### config.mk
export PLATFORM = sky130hd
export DESIGN_NAME = black_level_control
export DESIGN_NICKNAME = d
export VERILOG_FILES = /design/src/rtl/lead_in_timer.v /design/src/rtl/black_level_control.v
export VERILOG_INCLUDE_DIRS = /design/src /design/src/pkg
export SDC_FILE = /design/constraint.sdc
export NUM_CORES = 1
export LEC_CHECK = 0
export BUFFER_PORTS_ARGS = -buffer_cell sky130_fd_sc_hd__buf_4
export CORE_MARGIN = 5
export CORE_UTILIZATION = 50
export CTS_CLUSTER_SIZE = 28
export DETAILED_ROUTE_END_ITERATION = 8
export PLACE_DENSITY_LB_ADDON = 0.1
export SYNTH_ARGS = -nofsm -noshare
export SYNTH_HDL_FRONTEND = slang
export SYNTH_SLANG_ARGS = --single-unit
### constraint.sdc
create_clock -name CLOCK -period 10.7 [get_ports CLOCK]
set_input_delay 1.605 -clock CLOCK [delete_from_list [all_inputs] [get_ports CLOCK]]
set_output_delay 1.605 -clock CLOCK [all_outputs]
set_load 0.03 [all_outputs]
### src/pkg/black_level_regs.vh
// Constants for the black-level offset loop control block
`ifndef BLACK_LEVEL_REGS_VH
`define BLACK_LEVEL_REGS_VH
`define CAL_CYCLES        16'd40000
`define CLAMP_MIN         10'h00E
`define CLAMP_MAX         10'h04C
`define ADC_CENTRE_CODE   10'h200
`define ERR_LIMIT         11'h020
`define CODE_WIDTH        10
`define GAIN_WIDTH        8
`define CAL_INIT          10'h000
`define DAC_WIDTH         11
`endif

### src/rtl/lead_in_timer.v
// Line counter that times the return from lead-in to normal loop gain
`timescale 1ns/1ps
module lead_in_timer
(
  input  wire       clk,
  input  wire       rst_n,
  input  wire       restart,
  input  wire       line_tick,
  input  wire       error_small,
  input  wire [1:0] stop_select,
  output reg        expired
);
  reg  [3:0] count;
  wire [3:0] limit = 4'h1 << stop_select;

  always @(posedge clk)
  begin
    if (!rst_n || restart)
    begin
      count   <= 4'h0;
      expired <= 1'b0;
    end
    else if (line_tick)
    begin
      // A large error restarts the count, so lead-in persists
      if (!error_small)
      begin
        count   <= 4'h0;
        expired <= 1'b0;
      end
      else if (count + 4'h1 >= limit)
      begin
        count   <= 4'h0;
        expired <= 1'b1;
      end
      else
      begin
        count   <= count + 4'h1;
        expired <= 1'b0;
      end
    end
    else
      expired <= 1'b0;
  end
endmodule // lead_in_timer

### src/rtl/black_level_control.v
// Offset calibration, clamp, lead-in loop and output control
// Functional notes
// - Calibration starts when reset mode is released and ends after exactly 40000 clocks.
// - The offset DAC code is the calibration result plus the clamp level of 14 to 76 LSB plus the loop accumulator.
// - An eight-bit gain code sets the gain, log-linear from -2.36 dB in 0.132 dB steps.
// - In direct converter-input mode the centre level is clamped to code 512.
// - Offset is measured only during optical black, and one black-pulse period is one line.
// - A gain code change after calibration enters lead-in, where loop gain is multiplied by N.
// - The lead-in gain field selects N as 4, 8, 16 or 32.
// - Lead-in holds while error exceeds 32 LSB, then ends after the selected line count.
// - The lead-in stop field selects 1, 2, 4 or 8 lines.
// - Black level is sampled on the black pulse and signal on the signal pulse every pixel.
// - Preblanking suspends front-end sampling and input biasing.
// - Preblanking forces the output code to the clamp value.
// - The result is a ten-bit parallel output word.
`timescale 1ns/1ps
`include "black_level_regs.vh"
module black_level_control
(
  input  wire        CLOCK,
  input  wire        RESET_N,
  input  wire        RESET_MODE,
  input  wire        SENSOR_INPUT_MODE,
  input  wire [7:0]  GAIN_CODE,
  input  wire [9:0]  CLAMP_LEVEL,
  input  wire [1:0]  LEAD_IN_GAIN_SELECT,
  input  wire [1:0]  LEAD_IN_STOP_SELECT,
  input  wire        PREBLANK_IN,
  input  wire        OPTICAL_BLACK_PULSE,
  input  wire        BLACK_SAMPLE_PULSE,
  input  wire        SIGNAL_SAMPLE_PULSE,
  input  wire [9:0]  CONVERTER_DATA,
  output reg  [9:0]  SAMPLE_OUT_BITS,
  output reg  [10:0] OFFSET_DAC_CODE,
  output reg  [7:0]  AMP_GAIN_CODE,
  output reg  [5:0]  LOOP_GAIN_FACTOR,
  output reg  [10:0] OFFSET_ERROR,
  output reg         CALIBRATING,
  output reg         LEAD_IN_ACTIVE,
  output reg         BLACK_HOLD,
  output reg         SIGNAL_HOLD,
  output reg         INPUT_BIAS_ON
);
  localparam ST_IDLE  = 2'b00;
  localparam ST_CAL   = 2'b01;
  localparam ST_RUN   = 2'b10;
  localparam ST_LEAD  = 2'b11;

  ////////////////////////////////////////////////////////////////////////////////
  // State and calibration
  reg  [1:0]  state;
  reg  [1:0]  next_state;
  reg  [15:0] cal_count;
  reg  [9:0]  cal_result;
  reg         obp_prev;
  reg         gain_changed;
  reg  [10:0] acc;
  wire        line_tick = OPTICAL_BLACK_PULSE && !obp_prev;
  wire        restart   = RESET_MODE;
  wire        lead_done;
  reg  [10:0] next_acc;
  wire [9:0]  next_sample;
  wire        cal_last  = (cal_count == `CAL_CYCLES - 16'h0001);
  wire        measuring = (state == ST_RUN || state == ST_LEAD) && OPTICAL_BLACK_PULSE &&
                          !PREBLANK_IN;
  wire [9:0]  clamp_safe = (CLAMP_LEVEL < `CLAMP_MIN) ? `CLAMP_MIN :
                           (CLAMP_LEVEL > `CLAMP_MAX) ? `CLAMP_MAX : CLAMP_LEVEL;
  wire [9:0]  clamp_target = SENSOR_INPUT_MODE ? clamp_safe : `ADC_CENTRE_CODE;
  wire [10:0] signed_err = {1'b0, CONVERTER_DATA} - {1'b0, clamp_target};
  wire [10:0] abs_err = signed_err[10] ? (11'h000 - signed_err) : signed_err;
  wire        error_small = (abs_err <= `ERR_LIMIT);
  // Error scaled down before integration so the normal loop gain stays well below one
  wire [10:0] err_step  = {{6{signed_err[10]}}, signed_err[10:6]};
  wire [16:0] loop_prod = {6'h00, err_step} * {11'h000, LOOP_GAIN_FACTOR};
  wire [10:0] loop_step = loop_prod[10:0];

  lead_in_timer u_timer
  (
    .clk         (CLOCK),
    .rst_n       (RESET_N),
    .restart     (restart || gain_changed),
    .line_tick   (line_tick),
    .error_small (error_small),
    .stop_select (LEAD_IN_STOP_SELECT),
    .expired     (lead_done)
  );

  ////////////////////////////////////////////////////////////////////////////////
  // Mode sequence
  always @*
  begin
    next_state = state;
    case (state)
      ST_IDLE:
      begin
        next_state = ST_CAL;
      end
      ST_CAL:
      begin
        if (cal_last)
          next_state = ST_RUN;
      end
      ST_RUN:
      begin
        // Gain changes during calibration are absorbed by the trim itself
        if (gain_changed)
          next_state = ST_LEAD;
      end
      ST_LEAD:
      begin
        // A new gain change in lead-in restarts the line count instead
        if (lead_done && !gain_changed)
          next_state = ST_RUN;
      end
      default:
      begin
        next_state = ST_IDLE;
      end
    endcase
  end

  always @(posedge CLOCK)
  begin
    if (!RESET_N || restart)
      state <= ST_IDLE;
    else
      state <= next_state;
  end

  always @(posedge CLOCK)
  begin
    if (!RESET_N || restart)
    begin
      obp_prev      <= 1'b0;
      gain_changed  <= 1'b0;
      AMP_GAIN_CODE <= 8'h00;
    end
    else
    begin
      obp_prev      <= OPTICAL_BLACK_PULSE;
      AMP_GAIN_CODE <= GAIN_CODE;
      gain_changed  <= (GAIN_CODE != AMP_GAIN_CODE);
    end
  end

  ////////////////////////////////////////////////////////////////////////////////
  // Offset calibration
  always @(posedge CLOCK)
  begin
    if (!RESET_N || restart)
    begin
      cal_count  <= 16'h0000;
      cal_result <= `CAL_INIT;
    end
    else if (state == ST_CAL)
    begin
      cal_count <= cal_count + 16'h0001;
      // Simple up/down trim: slow, but it cannot overshoot on a noisy reading
      if (CONVERTER_DATA > `ADC_CENTRE_CODE && cal_result != 10'h3FF)
        cal_result <= cal_result + 10'h001;
      else if (CONVERTER_DATA < `ADC_CENTRE_CODE && cal_result != 10'h000)
        cal_result <= cal_result - 10'h001;
    end
  end

  ////////////////////////////////////////////////////////////////////////////////
  // Black-level feedback loop
  always @*
  begin
    next_acc = acc;
    if (measuring)
      next_acc = acc - loop_step;
  end

  always @(posedge CLOCK)
  begin
    if (!RESET_N || restart)
      acc <= 11'h000;
    else
      acc <= next_acc;
  end

  ////////////////////////////////////////////////////////////////////////////////
  // Output word, one multiplexer per bit
  genvar b;
  generate
    for (b = 0; b < `CODE_WIDTH; b = b + 1)
    begin : g_out_bit
      // Clamp-forced output hides the converter during blanking
      assign next_sample[b] = PREBLANK_IN ? clamp_safe[b] : CONVERTER_DATA[b];
    end
  endgenerate

  ////////////////////////////////////////////////////////////////////////////////
  // Registered outputs
  always @(posedge CLOCK)
  begin
    if (!RESET_N)
    begin
      SAMPLE_OUT_BITS  <= 10'h000;
      OFFSET_DAC_CODE  <= 11'h000;
      OFFSET_ERROR     <= 11'h000;
    end
    else
    begin
      SAMPLE_OUT_BITS  <= next_sample;
      OFFSET_DAC_CODE  <= {1'b0, cal_result} + {1'b0, clamp_safe} + acc;
      if (line_tick)
        OFFSET_ERROR   <= abs_err;
    end
  end

  always @(posedge CLOCK)
  begin
    if (!RESET_N)
    begin
      LOOP_GAIN_FACTOR <= 6'h01;
      CALIBRATING      <= 1'b0;
      LEAD_IN_ACTIVE   <= 1'b0;
    end
    else
    begin
      LOOP_GAIN_FACTOR <= (state == ST_LEAD) ? (6'h04 << LEAD_IN_GAIN_SELECT) : 6'h01;
      // Held low through reset mode, so no phantom start is reported
      CALIBRATING      <= !restart && (next_state == ST_CAL);
      LEAD_IN_ACTIVE   <= !restart && (next_state == ST_LEAD);
    end
  end

  always @(posedge CLOCK)
  begin
    if (!RESET_N)
    begin
      BLACK_HOLD       <= 1'b0;
      SIGNAL_HOLD      <= 1'b0;
      INPUT_BIAS_ON    <= 1'b0;
    end
    else
    begin
      BLACK_HOLD       <= BLACK_SAMPLE_PULSE && !PREBLANK_IN;
      SIGNAL_HOLD      <= SIGNAL_SAMPLE_PULSE && !PREBLANK_IN;
      INPUT_BIAS_ON    <= BLACK_SAMPLE_PULSE && !PREBLANK_IN;
    end
  end
endmodule // black_level_control

==> qor.txt <==
outcome - finished clean
crit start category - input port
die width - 125 um
clock tree buffer depth - 2
share of layout cells above drive strength 1 - 14.0%
CTS resizes - 0
half-perimeter wire length after placement - 11800 um
Antenna Violating Nets Remaining - 0
EDFF count, synth - 0
Max transition margin - 40.0%
Mapped Cells - 762
vias in the first global route - 5336
Final TNS setup - 0 ns
Final GP Congestion - 0.857
Lkg Pwr - 3.45 nW
reg2reg start - LOOP_GAIN_FACTOR[5]
Max stage delay on crit path - 0.56 ns
crit path kind - input port to flip-flop
storage element area - 1900 um2
final setup margin - 2.38 ns
critical path's top delay family - adder cells
Worst Path Arrival - 8.58 ns
drt drc - 0
Core Box Area - 13100 um2
Die ar. - 15600 um2
initial antenna violation count - 0
top-area cell type share of the netlist area - 28.8%
pre-CTS WS - 2.08 ns
final period utilization - 77.8%
Avg Cell Area, Syn - 8.67 um2
mapped cell area - 6610 um2
Clock Sink Count - 95
min Tclk post-route - 8.32 ns
top-count cell post-synth - dfxtp_1
Critical Path Stages - 28
Max FO, Critical Path - 9
H-tree depth - 3
post-synthesis sequential area ratio - 28.8%
Initial Util - 50.5%
Clock Skews - 0.00979 ns
Worst-Margin Slew - 0.899 ns
Root Buffer - clkbuf_16
Detailed Routing Iterations Pass 1 - 4
RR Endpoint - acc[10]
CP startpoint - CLAMP_LEVEL[1]
most used cell, CP - fa_1
top_reg_cell synth - dfxtp_1
Total GRT Usage - 19.3%
worst min path class - flip-flop to flip-flop
area grow syn2layout - 16.9%
count of hold-fix buffers inserted at cts - 0
TritonCTS Buffers - 9
# rows - 42
number of port buffers - 89
R2R depth - 14
fmax - 120 MHz
first-pass GRT wire length - 25100 um
synthesized flop and latch total - 95
WP data required - 10.96 ns
FF-to-FF setup slack - 6.41 ns
I/O pins - 91
most common library cells after synthesis - dfxtp_1 (95), inv_1 (69), nor2_1 (69)
final setup vio count - 0
filler cell count - 1227
largest area contributor in the netlist - dfxtp_1
yosys warns - 0
Crit path buffers/inverters - 4
slowest stage cell, crit path - xor2_1
distinct cell type count after synthesis - 56
grt total ovfl - 0
RSZ-0062 raised after global routing - no
final wirelength - 14900 um
routed vias/inst - 5.21
TritonCTS clock tree - done
Multi-input gate area - 4370 um2
Max rail drop VDD - 0.0000843 V
top cells by area, synth - dfxtp_1 (29%), ha_1 (11%), fa_1 (11%)
wire per inst - 14.5 um
post-CTS setup buffers - 0
ys async rst share - 0%
1st-iter DRT viols - 315
nature of the critical path endpoint - flip-flop
later-pin clock latency in the skew report - 0.35 ns
Die Y - 125 um
Layout Nets - 982
Max-Cap Viols - 0
Worst-path clk slew - 0.07 ns
Setup crit end - acc[10]
PD cells - 122 nW/um2
max-slew violations - 0
Hold Fails Final Rpt - 0
vias - 5359
utilization after layout - 59.0%
ANT cells - 0
pin count of the biggest net entering global routing - 40
worst min-delay path: cells and delay by family (launching register included):
family,cells,cell delay (ns)
AOI/OAI and AO/OA,1,0.05
and+or+nand+nor,1,0.05
DFF,1,0.31
worst min-delay path by stage:
stage / start / end / slack (ns) / cells past startpoint
6_report: OFFSET_ERROR[8] / OFFSET_ERROR[8] / 0.45 / 2
5_1_grt: OFFSET_ERROR[8] / OFFSET_ERROR[8] / 0.47 / 2
4_1_cts: OFFSET_ERROR[8] / OFFSET_ERROR[8] / 0.45 / 2
3_5_place_dp: OFFSET_ERROR[8] / OFFSET_ERROR[8] / 0.45 / 2
3_3_place_gp: OFFSET_ERROR[8] / OFFSET_ERROR[8] / 0.44 / 2
2_1_floorplan: acc[7] / acc[7] / 0.44 / 2
placed cells by master, fill, tap and decap left out, drive strengths merged, types with 2 or more instances in the layout:
cell,n
dfxtp,95
buf,91
inv,73
nor2,69
nand2,65
ha,59
xnor2,45
and2,38
a21oi,37
fa,35
xor2,28
o21ai,23
nor2b,18
nand3,17
nor3,17
nand2b,15
mux2i,11
and3,10
clkbuf,9
nor4,8
a211oi,8
a21o,7
o21a,7
a31oi,6
nand4,6
conb,6
or2,5
o21bai,5
a21boi,5
or3,4
or4,2
a211o,2
a22o,2
o41ai,2
o31ai,2
a311oi,2
o211a,2
nand3b,2
clkinvlp,2
a31o,2
where the power goes:
part	internal (mW)	switching (mW)
Clock	0.161	0.147
Sequential	0.365	0.00644
Combinational	0.109	0.150
Total	0.635	0.304
flip-flops by register name, summed over array words and instances, names as in the netlist:
name and count:
gain_changed 1, OFFSET_ERROR 11, acc 11, CALIBRATING 1
u_timer.expired 1, LOOP_GAIN_FACTOR 5, AMP_GAIN_CODE 8, OFFSET_DAC_CODE 11
SIGNAL_HOLD 1, cal_count 16, state 2, LEAD_IN_ACTIVE 1
SAMPLE_OUT_BITS 10, cal_result 10, u_timer.count 4, obp_prev 1
INPUT_BIAS_ON 1
layout make-up:
class / instances / share of cell area [%]
clock buffers: 9 / 2.92
clock inverters: 6 / 0.713
inverters: 70 / 3.40
multi-input cells: 581 / 56.6
flip-flops and latches: 95 / 24.6
well taps: 176 / 2.85
repair buffers: 91 / 8.85
through the flow:
stage | instance area, um2 | power (mW) | std cells | hold WS [ns]
after floorplan | 6620 | 0.567 | 766 | 0.444
final | 7720 | 0.939 | 1028 | 0.453
after detailed placement | 7440 | 0.638 | 1013 | 0.446
after CTS | 7720 | 0.947 | 1028 | 0.454
after global placement | 7440 | 0.633 | 1013 | 0.443
after global routing | 7720 | 0.993 | 1028 | 0.472
cells by family after synthesis:
kind of cell	share of synthesized area [%]
buf+inv	5.23
simple gates	20.9
mux	1.84
fa+ha+maj	21.8
other cells	0.114
flops	28.8
xor+xnor	9.79
compound gates	11.5
per-layer routing:
metal  up-vias  wire length (um)  track usage, %  part of all wire [%]
met5         -                 0               0                     0
met4         0               287            5.99                   1.9
met3        22               711            4.61                   4.8
met2       118              7220            32.8                    49
met1      2514              6660            24.4                    45
li1       2705                 -               -                     -
Power figures use the tool's default switching activity.
